<file path="src/design/ceiu_pkg.sv">
package ceiu_pkg;

  // ----------------------------------------------------------------------
  // Register byte addresses (one aligned 32-bit word each).
  // ----------------------------------------------------------------------
  localparam logic [7:0] CEIU_A_CMD = 8'h00;     // Event operation / result.
  localparam logic [7:0] CEIU_A_FLAGS = 8'h04;   // Sticky event flags, read only.
  localparam logic [7:0] CEIU_A_CT0 = 8'h08;     // Counter event 0 arm value.
  localparam logic [7:0] CEIU_A_CT1 = 8'h0c;     // Counter event 1 arm value.
  localparam logic [7:0] CEIU_A_CT2 = 8'h10;     // Counter event 2 arm value.
  localparam logic [7:0] CEIU_A_PMASK = 8'h14;   // Pin pattern mask.
  localparam logic [7:0] CEIU_A_PMATCH = 8'h18;  // Pin pattern value.
  localparam logic [7:0] CEIU_A_PMODE = 8'h1c;   // Bit 0: fire on mismatch.
  localparam logic [7:0] CEIU_A_SECFG = 8'h20;   // Four selectable event bytes.
  localparam logic [7:0] CEIU_A_ISRC = 8'h24;    // Three interrupt source bytes.
  localparam logic [7:0] CEIU_A_ICTL = 8'h28;    // Interrupt hold/permit/force/cancel.
  localparam logic [7:0] CEIU_A_BRK = 8'h2c;     // Remote breakpoint / status.
  localparam logic [7:0] CEIU_A_ISTAT = 8'h30;   // Sticky interrupt status.
  localparam logic [7:0] CEIU_A_ICLR = 8'h34;    // Write one to clear status.
  localparam logic [7:0] CEIU_A_IEN = 8'h38;     // Interrupt enable.
  localparam logic [7:0] CEIU_A_CNT = 8'h3c;     // System counter.
  localparam logic [7:0] CEIU_A_ATN = 8'h40;     // Attention strobe targets.

  // ----------------------------------------------------------------------
  // Event flag positions.
  // ----------------------------------------------------------------------
  localparam int CEIU_NEV = 16;
  localparam int CEIU_EV_ATN = 0;
  localparam int CEIU_EV_CT0 = 1;
  localparam int CEIU_EV_PAT = 4;
  localparam int CEIU_EV_SE0 = 5;
  localparam int CEIU_EV_FBW = 9;
  localparam int CEIU_EV_INT = 10;
  localparam int CEIU_EV_QMT = 11;
  localparam int CEIU_EV_XMT = 12;
  localparam int CEIU_EV_XFI = 13;
  localparam int CEIU_EV_XRO = 14;
  localparam int CEIU_EV_XRL = 15;

  // ----------------------------------------------------------------------
  // Field layouts and sizes.
  // ----------------------------------------------------------------------
  localparam int CEIU_NCT = 3;      // Counter events.
  localparam int CEIU_NSE = 4;      // Selectable events.
  localparam int CEIU_NCH = 3;      // Interrupt channels.
  localparam int CEIU_NSRC = 16;    // Selectable event source lines.
  localparam int CEIU_NCORE = 16;   // Cores reachable by strobes.
  localparam int CEIU_ICTL_HOLD = 0;
  localparam int CEIU_ICTL_PERMIT = 1;
  localparam int CEIU_ICTL_FORCE = 4;
  localparam int CEIU_ICTL_CANCEL = 8;
  localparam int CEIU_CMD_RES = 0;
  localparam int CEIU_CMD_BUSY = 1;
  localparam logic [31:0] CEIU_RST_WORD = 32'h0000_0000;

  // Operation codes carried in CMD bits [5:4]; bits [3:0] pick the event.
  typedef enum logic [1:0] {
    CEIU_OP_POLL = 2'b00,
    CEIU_OP_WAIT = 2'b01,
    CEIU_OP_BSET = 2'b10,
    CEIU_OP_BCLR = 2'b11
  } ceiu_op_t;

  // Selectable event condition, bits [6:5] of each configuration byte.
  typedef enum logic [1:0] {
    CEIU_SE_OFF = 2'b00,
    CEIU_SE_RISE = 2'b01,
    CEIU_SE_FALL = 2'b10,
    CEIU_SE_HIGH = 2'b11
  } ceiu_se_t;

  // Wait sequencer states.
  typedef enum logic [0:0] {
    CEIU_W_IDLE = 1'b0,
    CEIU_W_WAIT = 1'b1
  } ceiu_wst_t;

endpackage : ceiu_pkg

</file>
<file path="src/design/ceiu_sync.sv">
`timescale 1ns/1ps
// Two-flop synchroniser for a vector of independent levels.
module ceiu_sync #(
  parameter int W = 1
) (
  input wire logic ref_clk,
  input wire logic rst,
  input wire logic [W-1:0] d,
  output logic [W-1:0] q
);

  // First stage; read only by the second stage below.
  logic [W-1:0] meta_r;

  // --------------------------------------------------------------------
  // Synchroniser stages
  // --------------------------------------------------------------------
  // Each bit is resolved on its own, so multi-bit buses may tear by a cycle.
  always_ff @(posedge ref_clk) begin
    if (rst) begin
      meta_r <= '0;
      q <= '0;
    end else begin
      meta_r <= d;
      q <= meta_r;
    end
  end

endmodule : ceiu_sync

</file>
<file path="src/design/ceiu_top.sv">
// Our own choices: the register addresses and the Wishbone register port.
`timescale 1ns/1ps
// Summary of operation
// - attention poll returns flag then clears it
// - three counter events armed by added delay
// - four selectable events, each own source
// - pin pattern match raises pattern flag
// - block-wrap poll returns and clears flag
// - interrupt-occurred poll returns and clears flag
// - four streamer conditions, separate flags, poll-clear
// - wait stalls until flag set, then clears
// - branch-if-set taken only when flag set
// - branch-if-clear taken only when flag clear
// - three interrupt channels, per-channel source select
// - forced trigger fires even while servicing held
// - breakpoint can be raised in any core
// - status word reports breakpoint and core state
module ceiu_top
  import ceiu_pkg::*;
(
  input wire logic ref_clk,
  input wire logic rst,
  input wire logic wb_cyc_i,
  input wire logic wb_stb_i,
  input wire logic wb_we_i,
  input wire logic [7:0] wb_adr_i,
  input wire logic [3:0] wb_sel_i,
  input wire logic [31:0] wb_dat_i,
  output logic [31:0] wb_dat_o,
  output logic wb_ack_o,
  input wire logic atn_in,
  input wire logic brk_in,
  input wire logic [31:0] pins_in,
  input wire logic [CEIU_NSRC-1:0] se_src_in,
  input wire logic fifo_wrap_p,
  input wire logic solver_empty_p,
  input wire logic strm_empty_p,
  input wire logic strm_done_p,
  input wire logic strm_nco_p,
  input wire logic strm_lut_p,
  output logic [CEIU_NCORE-1:0] atn_out,
  output logic brk_out,
  output logic [3:0] brk_core_id,
  output logic [CEIU_NCH-1:0] int_fire,
  output logic core_stall,
  output logic irq
);

  // --------------------------------------------------------------------
  // Declarations
  // --------------------------------------------------------------------
  logic atn_s;                          // Synchronised attention line.
  logic brk_s;                          // Synchronised breakpoint request.
  logic [31:0] pins_s;                  // Synchronised pins.
  logic [CEIU_NSRC-1:0] src_s;          // Synchronised selectable sources.
  logic [CEIU_NSRC-1:0] src_d_r;        // Previous source levels.
  logic [CEIU_NEV-1:0] flags_r;         // Sticky event flags.
  logic [CEIU_NEV-1:0] ev_set;          // Raw events this cycle.
  logic [CEIU_NEV-1:0] ev_clr;          // Clears from polls and waits.
  logic [31:0] cnt_r;                   // Free-running system counter.
  logic [31:0] ct_tgt_r [CEIU_NCT];     // Counter trigger times.
  logic [CEIU_NCT-1:0] ct_arm_r;        // Counter event armed.
  logic [31:0] pmask_r;                 // Pattern mask.
  logic [31:0] pmatch_r;                // Pattern value.
  logic pmode_r;                        // High: fire on mismatch.
  logic pat_hit_r;                      // Pattern state last cycle.
  logic [31:0] secfg_r;                 // Selectable event configs.
  logic [23:0] isrc_r;                  // Interrupt source selects.
  logic hold_r;                         // Servicing held.
  logic [CEIU_NCH-1:0] pend_r;          // Pending triggers.
  logic [CEIU_NCH-1:0] force_r;         // Pending triggers that ignore the hold.
  logic brk_flag_r;                     // Breakpoint received.
  ceiu_wst_t wst_r;                     // Wait sequencer state.
  logic [3:0] widx_r;                   // Event being waited on.
  logic res_r;                          // Last poll or branch result.
  logic [CEIU_NEV-1:0] istat_r;         // Sticky interrupt status.
  logic [CEIU_NEV-1:0] ien_r;           // Interrupt enable.
  logic acc;                            // Bus access taken this cycle.
  logic wr;                             // Write taken this cycle.
  logic [31:0] wmask;                   // Byte lane mask.
  logic [31:0] rdata;                   // Read mux.

  // Merge written lanes into an old value; used by the CT, PMASK, PMATCH, SECFG, ISRC and IEN writes.
  function automatic logic [31:0] merge(input logic [31:0] o, input logic [31:0] n,
                                        input logic [31:0] m);
    merge = (o & ~m) | (n & m);
  endfunction : merge

  // Decode an interrupt source byte: zero is off, k picks event k-1.
  function automatic logic src_hit(input logic [7:0] s, input logic [CEIU_NEV-1:0] e);
    src_hit = (s != 8'h00) && (s <= 8'(CEIU_NEV)) && e[4'(s - 8'h01)];
  endfunction : src_hit

  // --------------------------------------------------------------------
  // Input synchronisers
  // --------------------------------------------------------------------
  ceiu_sync #(.W(2 + 32 + CEIU_NSRC)) u_sync (
    .ref_clk(ref_clk),
    .rst(rst),
    .d({atn_in, brk_in, pins_in, se_src_in}),
    .q({atn_s, brk_s, pins_s, src_s})
  );

  // --------------------------------------------------------------------
  // Bus decode
  // --------------------------------------------------------------------
  // Classic cycle: one wait state, ack for a single cycle.
  assign acc = wb_cyc_i && wb_stb_i && !wb_ack_o;
  assign wr = acc && wb_we_i;
  assign wmask = {{8{wb_sel_i[3]}}, {8{wb_sel_i[2]}}, {8{wb_sel_i[1]}}, {8{wb_sel_i[0]}}};

  // Acknowledge every access, mapped or not; unmapped reads give zero.
  always_ff @(posedge ref_clk) begin
    if (rst) begin
      wb_ack_o <= 1'b0;
      wb_dat_o <= CEIU_RST_WORD;
    end else begin
      wb_ack_o <= acc;
      wb_dat_o <= acc ? rdata : CEIU_RST_WORD;
    end
  end

  // Read multiplexer.
  always_comb begin
    case (wb_adr_i)
      CEIU_A_CMD: rdata = {30'h0, wst_r == CEIU_W_WAIT, res_r};
      CEIU_A_FLAGS: rdata = {16'h0, flags_r};
      CEIU_A_PMASK: rdata = pmask_r;
      CEIU_A_PMATCH: rdata = pmatch_r;
      CEIU_A_PMODE: rdata = {31'h0, pmode_r};
      CEIU_A_SECFG: rdata = secfg_r;
      CEIU_A_ISRC: rdata = {8'h0, isrc_r};
      CEIU_A_ICTL: rdata = {25'h0, force_r, pend_r, hold_r};
      // Breakpoint flag with core state beside it.
      CEIU_A_BRK: rdata = {10'h0, flags_r, pend_r, hold_r, core_stall, brk_flag_r};
      CEIU_A_ISTAT: rdata = {16'h0, istat_r};
      CEIU_A_IEN: rdata = {16'h0, ien_r};
      CEIU_A_CNT: rdata = cnt_r;
      default: rdata = CEIU_RST_WORD;
    endcase
  end

  // --------------------------------------------------------------------
  // System counter and counter events
  // --------------------------------------------------------------------
  always_ff @(posedge ref_clk) begin
    if (rst) begin
      cnt_r <= '0;
    end else begin
      cnt_r <= cnt_r + 32'h1;
    end
  end

  // Arming adds the written delay to the current count.
  always_ff @(posedge ref_clk) begin
    if (rst) begin
      ct_arm_r <= '0;
      for (int i = 0; i < CEIU_NCT; i++) begin
        ct_tgt_r[i] <= '0;
      end
    end else begin
      for (int i = 0; i < CEIU_NCT; i++) begin
        if (wr && wb_adr_i == CEIU_A_CT0 + 8'(4 * i)) begin
          ct_tgt_r[i] <= cnt_r + merge(32'h0, wb_dat_i, wmask);
          ct_arm_r[i] <= 1'b1;
        end else if (ct_arm_r[i] && cnt_r == ct_tgt_r[i]) begin
          ct_arm_r[i] <= 1'b0;
        end
      end
    end
  end

  // --------------------------------------------------------------------
  // Pattern, selectable and interrupt configuration
  // --------------------------------------------------------------------
  always_ff @(posedge ref_clk) begin
    if (rst) begin
      pmask_r <= '0;
      pmatch_r <= '0;
      pmode_r <= 1'b0;
      secfg_r <= '0;
      isrc_r <= '0;
      ien_r <= '0;
    end else if (wr) begin
      case (wb_adr_i)
        CEIU_A_PMASK: pmask_r <= merge(pmask_r, wb_dat_i, wmask);
        CEIU_A_PMATCH: pmatch_r <= merge(pmatch_r, wb_dat_i, wmask);
        CEIU_A_PMODE: pmode_r <= wb_sel_i[0] ? wb_dat_i[0] : pmode_r;
        CEIU_A_SECFG: secfg_r <= merge(secfg_r, wb_dat_i, wmask);
        CEIU_A_ISRC: isrc_r <= 24'(merge({8'h0, isrc_r}, wb_dat_i, wmask));
        CEIU_A_IEN: ien_r <= 16'(merge({16'h0, ien_r}, wb_dat_i, wmask));
        default: pmode_r <= pmode_r;
      endcase
    end
  end

  // Pattern comparison is registered so the flag fires on entry only.
  always_ff @(posedge ref_clk) begin
    if (rst) begin
      // The reset mask and value always match, so start in the match state
      // to keep a false pattern edge from following reset.
      pat_hit_r <= 1'b1;
      src_d_r <= '0;
    end else begin
      pat_hit_r <= ((pins_s & pmask_r) == pmatch_r) ^ pmode_r;
      src_d_r <= src_s;
    end
  end

  // --------------------------------------------------------------------
  // Raw event collection
  // --------------------------------------------------------------------
  always_comb begin
    ev_set = '0;
    ev_set[CEIU_EV_ATN] = atn_s;
    for (int i = 0; i < CEIU_NCT; i++) begin
      ev_set[CEIU_EV_CT0 + i] = ct_arm_r[i] && cnt_r == ct_tgt_r[i];
    end
    ev_set[CEIU_EV_PAT] = ((pins_s & pmask_r) == pmatch_r) ^ pmode_r && !pat_hit_r;
    // Each selectable event reads its own source and condition.
    for (int i = 0; i < CEIU_NSE; i++) begin
      case (ceiu_se_t'(secfg_r[8 * i + 5 +: 2]))
        CEIU_SE_RISE: ev_set[CEIU_EV_SE0 + i] =
            src_s[secfg_r[8 * i +: 4]] && !src_d_r[secfg_r[8 * i +: 4]];
        CEIU_SE_FALL: ev_set[CEIU_EV_SE0 + i] =
            !src_s[secfg_r[8 * i +: 4]] && src_d_r[secfg_r[8 * i +: 4]];
        CEIU_SE_HIGH: ev_set[CEIU_EV_SE0 + i] = src_s[secfg_r[8 * i +: 4]];
        default: ev_set[CEIU_EV_SE0 + i] = 1'b0;
      endcase
    end
    ev_set[CEIU_EV_FBW] = fifo_wrap_p;
    ev_set[CEIU_EV_INT] = |int_fire;
    ev_set[CEIU_EV_QMT] = solver_empty_p;
    ev_set[CEIU_EV_XMT] = strm_empty_p;
    ev_set[CEIU_EV_XFI] = strm_done_p;
    ev_set[CEIU_EV_XRO] = strm_nco_p;
    ev_set[CEIU_EV_XRL] = strm_lut_p;
  end

  // --------------------------------------------------------------------
  // Event operations: poll, wait and branch
  // --------------------------------------------------------------------
  // Polls clear the chosen flag; a finished wait clears its flag.
  always_comb begin
    ev_clr = '0;
    if (wr && wb_adr_i == CEIU_A_CMD && ceiu_op_t'(wb_dat_i[5:4]) == CEIU_OP_POLL) begin
      ev_clr[wb_dat_i[3:0]] = 1'b1;
    end
    if (wst_r == CEIU_W_WAIT && flags_r[widx_r]) begin
      ev_clr[widx_r] = 1'b1;
    end
  end

  // A set in the same cycle as a clear wins, so no event is lost.
  always_ff @(posedge ref_clk) begin
    if (rst) begin
      flags_r <= '0;
    end else begin
      flags_r <= (flags_r & ~ev_clr) | ev_set;
    end
  end

  // Result bit: poll returns the flag, branches say whether taken.
  always_ff @(posedge ref_clk) begin
    if (rst) begin
      res_r <= 1'b0;
    end else if (wr && wb_adr_i == CEIU_A_CMD) begin
      case (ceiu_op_t'(wb_dat_i[5:4]))
        CEIU_OP_POLL: res_r <= flags_r[wb_dat_i[3:0]];
        CEIU_OP_BSET: res_r <= flags_r[wb_dat_i[3:0]];
        CEIU_OP_BCLR: res_r <= !flags_r[wb_dat_i[3:0]];
        default: res_r <= 1'b0;
      endcase
    end
  end

  // Wait sequencer; core_stall holds the pipeline until the flag shows.
  always_ff @(posedge ref_clk) begin
    if (rst) begin
      wst_r <= CEIU_W_IDLE;
      widx_r <= '0;
      core_stall <= 1'b0;
    end else begin
      case (wst_r)
        CEIU_W_IDLE: begin
          if (wr && wb_adr_i == CEIU_A_CMD && ceiu_op_t'(wb_dat_i[5:4]) == CEIU_OP_WAIT) begin
            wst_r <= CEIU_W_WAIT;
            widx_r <= wb_dat_i[3:0];
            core_stall <= 1'b1;
          end
        end
        CEIU_W_WAIT: begin
          if (flags_r[widx_r]) begin
            wst_r <= CEIU_W_IDLE;
            core_stall <= 1'b0;
          end
        end
        default: begin
          wst_r <= CEIU_W_IDLE;
          core_stall <= 1'b0;
        end
      endcase
    end
  end

  // --------------------------------------------------------------------
  // Interrupt channels
  // --------------------------------------------------------------------
  // Servicing is permitted from reset; hold defers until permit.
  always_ff @(posedge ref_clk) begin
    if (rst) begin
      hold_r <= 1'b0;
    end else if (wr && wb_adr_i == CEIU_A_ICTL && wb_dat_i[CEIU_ICTL_PERMIT]) begin
      hold_r <= 1'b0;
    end else if (wr && wb_adr_i == CEIU_A_ICTL && wb_dat_i[CEIU_ICTL_HOLD]) begin
      hold_r <= 1'b1;
    end
  end

  // A source event pends a channel; cancel wins over a same-cycle trigger
  // because a discard is the intent of the instruction.
  always_ff @(posedge ref_clk) begin
    if (rst) begin
      pend_r <= '0;
      force_r <= '0;
      int_fire <= '0;
    end else begin
      for (int c = 0; c < CEIU_NCH; c++) begin
        int_fire[c] <= pend_r[c] && (!hold_r || force_r[c]);
        if (wr && wb_adr_i == CEIU_A_ICTL && wb_dat_i[CEIU_ICTL_CANCEL + c]) begin
          pend_r[c] <= 1'b0;
          force_r[c] <= 1'b0;
        end else if (wr && wb_adr_i == CEIU_A_ICTL && wb_dat_i[CEIU_ICTL_FORCE + c]) begin
          pend_r[c] <= 1'b1;
          force_r[c] <= 1'b1;
        end else if (src_hit(isrc_r[8 * c +: 8], ev_set)) begin
          pend_r[c] <= 1'b1;
        end else if (pend_r[c] && (!hold_r || force_r[c])) begin
          pend_r[c] <= 1'b0;
          force_r[c] <= 1'b0;
        end
      end
    end
  end

  // --------------------------------------------------------------------
  // Breakpoint and attention strobes
  // --------------------------------------------------------------------
  always_ff @(posedge ref_clk) begin
    if (rst) begin
      brk_out <= 1'b0;
      brk_core_id <= '0;
      atn_out <= '0;
    end else begin
      brk_out <= wr && wb_adr_i == CEIU_A_BRK && wb_sel_i[0];
      if (wr && wb_adr_i == CEIU_A_BRK && wb_sel_i[0]) begin
        brk_core_id <= wb_dat_i[3:0];
      end
      atn_out <= (wr && wb_adr_i == CEIU_A_ATN) ? 16'(wb_dat_i & wmask) : '0;
    end
  end

  // Incoming breakpoint sticks until software reads the status word.
  always_ff @(posedge ref_clk) begin
    if (rst) begin
      brk_flag_r <= 1'b0;
    end else if (brk_s) begin
      brk_flag_r <= 1'b1;
    end else if (acc && !wb_we_i && wb_adr_i == CEIU_A_BRK) begin
      brk_flag_r <= 1'b0;
    end
  end

  // --------------------------------------------------------------------
  // Interrupt status, clear and enable
  // --------------------------------------------------------------------
  always_ff @(posedge ref_clk) begin
    if (rst) begin
      istat_r <= '0;
      irq <= 1'b0;
    end else begin
      if (wr && wb_adr_i == CEIU_A_ICLR) begin
        istat_r <= (istat_r & ~16'(wb_dat_i & wmask)) | ev_set;
      end else begin
        istat_r <= istat_r | ev_set;
      end
      irq <= |(istat_r & ien_r);
    end
  end

endmodule : ceiu_top

</file>
<file path="config.mk">
export PLATFORM = sky130hd
export DESIGN_NAME = ceiu_top
export DESIGN_NICKNAME = d
export VERILOG_FILES = /design/src/design/ceiu_pkg.sv /design/src/design/ceiu_sync.sv /design/src/design/ceiu_top.sv
export SDC_FILE = /design/constraint.sdc
export NUM_CORES = 1
export LEC_CHECK = 0
export ABC_AREA = 0
export BUFFER_PORTS_ARGS = -buffer_cell sky130_fd_sc_hd__buf_2
export CAP_MARGIN = 10
export CORE_AREA = 2 2 300 228
export DETAILED_ROUTE_END_ITERATION = 8
export DIE_AREA = 0 0 302 230
export PLACE_DENSITY = 0.6
export SKIP_LAST_GASP = 1
export SLEW_MARGIN = 20
export SYNTH_ARGS = -nofsm -noshare
export SYNTH_HDL_FRONTEND = slang
export SYNTH_SLANG_ARGS = --single-unit
export TNS_END_PERCENT = 100
</file>
<file path="constraint.sdc">
create_clock -name ref_clk -period 8.3 [get_ports ref_clk]
set_input_delay 1.66 -clock ref_clk [delete_from_list [all_inputs] [get_ports ref_clk]]
set_output_delay 1.66 -clock ref_clk [all_outputs]
set_load 0.03 [all_outputs]
</file>
==> metrics.yaml, run 1 <==
outcome:
  status: "finished, final reports clean"
yosys:
  synth_area_leaders: "dfxtp_1 (34%), edfxtp_1 (12%), xor2_1 (4.5%), mux4_2 (4.4%), a21oi_1 (4.2%)"
  postSynthCellCount: 2421
  yosysWarnings: 0
  post-synth-top-area-cell: "dfxtp_1"
  ys_types: 84
  synth-edff-count: 96
  postSynthAreaPerCell_um2: 9.547
  synthArstFlopShare_pct: 0
  yosysMostFrequentCell: "dfxtp_1"
  ys_seq_elements: 490
  synth_top_area_share_pct: 34.13
  dominantRegCellSynth: "dfxtp_1"
  seq_area_frac_synth_pct: 46.60
  synth_common_cells: "dfxtp_1 (394), nand2_1 (241), nor2_1 (195)"
  synth_nets: 2562
  synth_area_mm2: 0.02311
placed_design:
  io_buffer_count: 163
  globalplace.congestion: 0.9429
  dpl.hpwl_um: 62620
  place_ws_ps: 2987
route:
  drc: 0
  drtIter0Drc: 2433
  ant_nets: 0
  drt-wirelength-per-cell_um: 24.72
  routed_wirelength_um: 84600
  dr.pass1.iters: 7
  via_per_inst: 5.804
  vias: 19860
clocking:
  cts.sinks: 490
  cts_made_buffers: 52
  cts_tree: "built"
  cts.clk_slew.worst_paths_ps: 60
  cts_setup_buffers: 0
  clock_latency_ps: 620
  clk_path_buf_depth: 3
  hold_buffers: 0
  cts_resized: 0
  h-tree-depth: 2
  clockRootBuffer: "clkbuf_16"
timing:
  hold_viol_final: 0
  rsz0062_at_grt: "no"
  setup-tns-final_ps: 0
  clock_skew_ps: 14.19
  max_freq_mhz: 208.2
  fin_crit_ps: 4802
  setup_ws_ps: 3498
  slew_headroom_pct: 25.09
  worst_pin_slew_ps: 1124
  fin_crit_sh_pct: 57.86
  setup_viol: 0
  slew_violations: 0
layout:
  finalNetCount: 2634
  drive_above_1_share_pct: 14.03
  syn2layout_area_growth_pct: 13.53
global_routing:
  grt_max_degree: 94
  grt_util_all_layers_pct: 23.82
  overflow: 0
  grt_pass1_wl_um: 123000
  grt_pass1_vias: 18290
  antenna_found_initial: 8
power:
  p_leak_nw: 10.27
  cellPowerDensity_mw_per_mm2: 195.5
  ir_worst_vdd_v: 0.0001399
setup_path:
  critPathRequiredTime_ps: 8710
  path_max_fanout: 20
  crit_path_end_kind: "flop"
  cp-start-kind: "primary input"
  criticalPathCategory: "primary input to flop"
  arrival_ps: 5210
floorplanning:
  die_w_um: 302
  dieArea_mm2: 0.06946
  rows: 82
  dieHeight_um: 230
  pin_count: 164
  start_util_pct: 34.82
  core_area_mm2: 0.06638
job:
  max_cap_violations: 0
hold_path:
  hp-class: "flop to flop"
==> metal layers <==
layer | wire length (um) | GRT usage [%]
met5 | 15 | 0
met4 | 2415 | 6.699
met3 | 10410 | 6.652
met2 | 33950 | 32.95
met1 | 37800 | 35.67
==> report_power, final <==
group	switching (mW)	internal [mW]
sequential	0.0408	2.47
combinational	0.163	0.0827
clock	1.03	1.34
==> critical path, cell delays in order <==
cell	delay (ps)
buf_2	400
nand2_1	140
inv_1	100
ha_1	210
fa_1	240
a21o_1	140
a31oi_1	170
a211oi_1	660
o211ai_1	280
a21oi_1	380
o31a_1	240
o211ai_1	110
and3b_1	200
nor3_1	240
==> cell usage in the layout (no fill, tap or decap), types with 18 or more instances in the layout <==
cell type	synthesis	layout
a211oi_1	18	18
a21o_1	34	34
a21oi_1	193	193
a221oi_1	20	20
a22o_1	20	20
a22oi_1	66	66
a31oi_1	42	41
and2_1	26	26
and3_1	25	25
buf_2	10	162
buf_4	2	26
clkbuf_16	0	52
dfxtp_1	394	394
edfxtp_1	96	96
ha_1	35	35
inv_1	49	49
mux2i_1	73	73
mux4_2	45	45
nand2_1	241	241
nand3_1	102	102
nand4_1	23	23
nor2_1	195	186
nor2b_1	125	125
nor3_1	22	20
nor4_1	35	35
o21ai_0	36	36
xnor2_1	32	32
xor2_1	120	120
==> stage by stage <==
stage / cells / total power, mW / hold WS, ps / area [um2] / utilization (%)
finish: 3422 / 5.129 / 434.6 / 26240 / 39.53
global route: 3420 / 5.282 / 454.0 / 26240 / 39.52
floorplan: 2421 / 2.684 / 413.0 / 23110 / -
CTS: 3419 / 5.154 / 436.6 / 26230 / 39.51
global placement: 3321 / 2.796 / 420.2 / 24500 / 36.91
detailed placement: 3321 / 2.801 / 421.2 / 24500 / 36.91
==> final timing paths <==
check / startpoint / to / slack (ps) / depth (start not counted)
setup / recovery: wb_dat_i[0] / ct_tgt_r[0][62] / 3500 / 14
hold / removal: u_sync.meta_r[15] / u_sync.q[15] / 430 / 1
setup reg to reg: cnt_r[0] / ct_tgt_r[0][62] / 4520 / 11
hold reg to reg: u_sync.meta_r[15] / u_sync.q[15] / 430 / 1
==> kinds of logic (layout without fill, tap and decap cells) <==
group | count (synthesis) | count (layout) | synth area share (%)
adder cells (fa/ha/maj) | 36 | 36 | 1.981
multiplexers | 124 | 124 | 7.915
AO/OA/AOI/OAI | 519 | 519 | 14.83
buffers and inverters | 220 | 336 | 4.147
flip-flops | 490 | 490 | 46.60
other | 0 | 3 | 0
XOR/XNOR | 152 | 152 | 5.760
AND/OR/NAND/NOR | 880 | 880 | 18.76
==> final cells by class <==
cell class | count | area (um2)
flip-flops and latches | 490 | 10770
repair buffers | 189 | 1021
diodes | 3 | 7.507
clock buffers | 67 | 1418
fillers | 6545 | 40140
multi-input cells | 1711 | 11430
inverters | 49 | 183.9
clock inverters | 31 | 309.0
well taps | 882 | 1104
Note: power is estimated with default switching activity, not from simulation.
==> run 2, diff against run 1 <==
PLACE_DENSITY = 0.62   (was 0.6)
clock period = 3.96 ns   (was 8.3 ns; I/O delays follow)
==> run 2 against run 1 <==
  * Worst hold slack lost 53 ps
  * Largest cell class unchanged
  * Largest power group unchanged
  * Wire length up 1.4%
  * Power rose by 110%
  * Register-to-register slack lost 4100 ps
  * Flip-flop and latch count unchanged
  * Worst setup slack worse by 3100 ps
  * Critical path type is now flop to flop
  * Sequential share of layout area fell by 0.86 points
  * Highest routed layer unchanged
  * Utilization up 0.84 points
  * Critical endpoint is now ct_tgt_r[0][84]
  * Clock-buffer cell count decreased by 2
  * Cell area grew 2.1%
  * Critical path depth shrank 2
==> metrics.yaml, run 2 (synthesis results as in run 1) <==
route:
  drtIter0Drc: 2579  # +6.0%
  ant_nets: 0  # unchanged
  dr.pass1.iters: 6  # -1
  vias: 19850  # -0.035%
  via_per_inst: 5.692  # -1.9%
  maxUsedRoutingLayer: "met5"
  wl_met3_um: 10130  # -2.7%
  wirelength_met1_um: 39030  # +3.2%
  routed_wirelength_um: 85790  # +1.4%
  drc: 0  # unchanged
  drt-wirelength-per-cell_um: 24.60  # -0.51%
  wl_met2_um: 34280  # +0.97%
setup_path:
  criticalPathCategory: "flop to flop"
  critPathRequiredTime_ps: 4360  # -4350 ps
  cp-start-kind: "flop"
  arrival_ps: 3930  # -1280 ps
  crit_path_end_kind: "flop"
  path_max_fanout: 8  # -60%
  crit_chain: "ha_1 -> fa_1 -> a21o_1 -> a31oi_1 -> a211oi_1 -> buf_4 -> o211a_1 -> o31ai_1 -> a21oi_1 -> o21ai_1 -> a21boi_0 -> nor3_1"
  slowest_stage: "dfxtp_1"
  slowest_delay_ps: 420  # -240 ps
timing:
  fin_crit_sh_pct: 88.95
  setup_viol: 0  # unchanged
  fin_crit_ps: 3523
  slew_violations: 0  # unchanged
  clock_skew_ps: 17.79  # +3.603 ps
  slew_headroom_pct: 28.26  # +3.2 points
  setup-tns-final_ps: 0  # unchanged
  hold_viol_final: 0  # unchanged
  max_freq_mhz: 283.9
  worst_pin_slew_ps: 1068  # -55.79 ps
  rsz0062_at_grt: "no"
  setup_ws_ps: 437.4  # -3061 ps
global_routing:
  overflow: 0  # unchanged
  grt_pass1_vias: 18730  # +2.4%
  grt_max_degree: 90  # -4.3%
  grt_pass1_wl_um: 124800  # +1.4%
  antenna_found_initial: 6  # -2
  grt_util_all_layers_pct: 24.19  # +0.37 points
placed_design:
  io_buffer_count: 163  # unchanged
  place_area_mm2: 0.02499  # +2.0%
  place_ws_ps: -82.33  # -3070 ps
  globalplace.congestion: 0.9733  # +3.2%
  dpl.hpwl_um: 64870  # +3.6%
  place_inst: 3385  # +1.9%
clocking:
  clock_latency_ps: 620  # about the same
  cts.sinks: 490  # unchanged
  hold_buffers: 0  # unchanged
  clockRootBuffer: "clkbuf_16"
  cts_tree: "built"
  clk_path_buf_depth: 3  # unchanged
  cts_setup_buffers: 0  # unchanged
  cts.clk_slew.worst_paths_ps: 70  # about the same
  h-tree-depth: 2  # unchanged
  cts_resized: 0  # unchanged
  cts_made_buffers: 51  # -1.9%
floorplanning:
  rows: 82  # unchanged
  core_area_mm2: 0.06638  # unchanged
  dieArea_mm2: 0.06946  # unchanged
  pin_count: 164  # unchanged
  die_w_um: 302  # unchanged
  dieHeight_um: 230  # unchanged
  start_util_pct: 34.82  # unchanged
layout:
  finalNetCount: 2697  # +2.4%
  fin_cells: 3488  # +1.9%
  drive_above_1_share_pct: 16.12  # +2.1 points
  mostFrequentLayoutCells: "dfxtp_1 (394), nand2_1 (241), a21oi_1 (193)"
  mostFrequentLayoutCell: "dfxtp_1"
  final_area_mm2: 0.02680  # +2.1%
  syn2layout_area_growth_pct: 15.96
power:
  cellPowerDensity_mw_per_mm2: 408.2  # +110%
  swShare_pct: 24.02  # -0.082 points
  finalPower_mw: 10.94  # +110%
  power_frac_seq_pct: 48.1  # -0.9 points
  p_switching_mw: 2.629  # +110%
  p_leak_nw: 10.65  # +3.6%
  p_comb_share_pct: 4.9  # about the same
  p_int_mw: 8.313  # +110%
  power_frac_clock_pct: 47.1  # +0.9 points
  ir_worst_vdd_v: 0.0002876  # +110%
outcome:
  status: "finished, final reports clean"
job:
  max_cap_violations: 0  # unchanged
hold_path:
  hp-class: "primary input to flop"
run 2: cell count changes in the layout (fill, tap and decap cells not counted), moves of 3 or more:
cell and delta:
clkinv_1 -3, diode_2 +4, clkinv_4 +4, buf_4 +62
run 2: layer usage:
layer | vias up | track usage (%)
li1 | 8940 | -
met1 | 9723 | 36.71
met2 | 1053 | 32.90
met3 | 134 | 6.387
met4 | 4 | 7.333
met5 | - | 0
run 2: worst max-delay path, delay by kind of cell (launching register included):
| family | cells | cell delay (ps) |
|---|---|---|
| AOI/OAI and AO/OA | 8 | 1700 |
| adders and majority gates | 2 | 700 |
| DFF | 1 | 420 |
| and+or+nand+nor | 1 | 310 |
| buffers and inverters | 1 | 190 |
run 2: worst paths after layout:
path / end / startpoint / slack, ps / depth (start not counted)
worst max-delay path: ct_tgt_r[0][84] / cnt_r[0] / 440 / 12
worst min register to register: u_sync.q[43] / u_sync.meta_r[43] / 430 / 1
worst max register to register: ct_tgt_r[0][84] / cnt_r[0] / 440 / 12
worst min-delay path: u_sync.meta_r[37] / pins_in[21] / 380 / 2
run 2: layout make-up:
class | instances | area (um2)
clock buffer | 65 | 1410
multi-input combinational | 1711 | 11400
timing repair buffer | 253 | 1526
antenna | 7 | 17.52
fill | 6472 | 39580
inverter | 49 | 183.9
sequential | 490 | 10770
clock inverter | 31 | 385.4
tap | 882 | 1104
run 2: power groups by stage:
stage          logic, mW  clock network [mW]  registers [mW]
5_1_grt            0.572                5.42            5.26
3_3_place_gp       0.515                   0            5.36
3_5_place_dp       0.521                   0            5.36
2_1_floorplan      0.298                   0            5.33
4_1_cts            0.524                5.24            5.25
6_report           0.534                5.15            5.26
run 2: stage by stage:
stage                     util, %  hold WS (ps)
after floorplan                 -         413.0
after global placement      37.64         422.9
after detailed placement    37.64         420.4
after CTS                   40.35         347.1
after global routing        40.36         373.4
final                       40.37         381.6
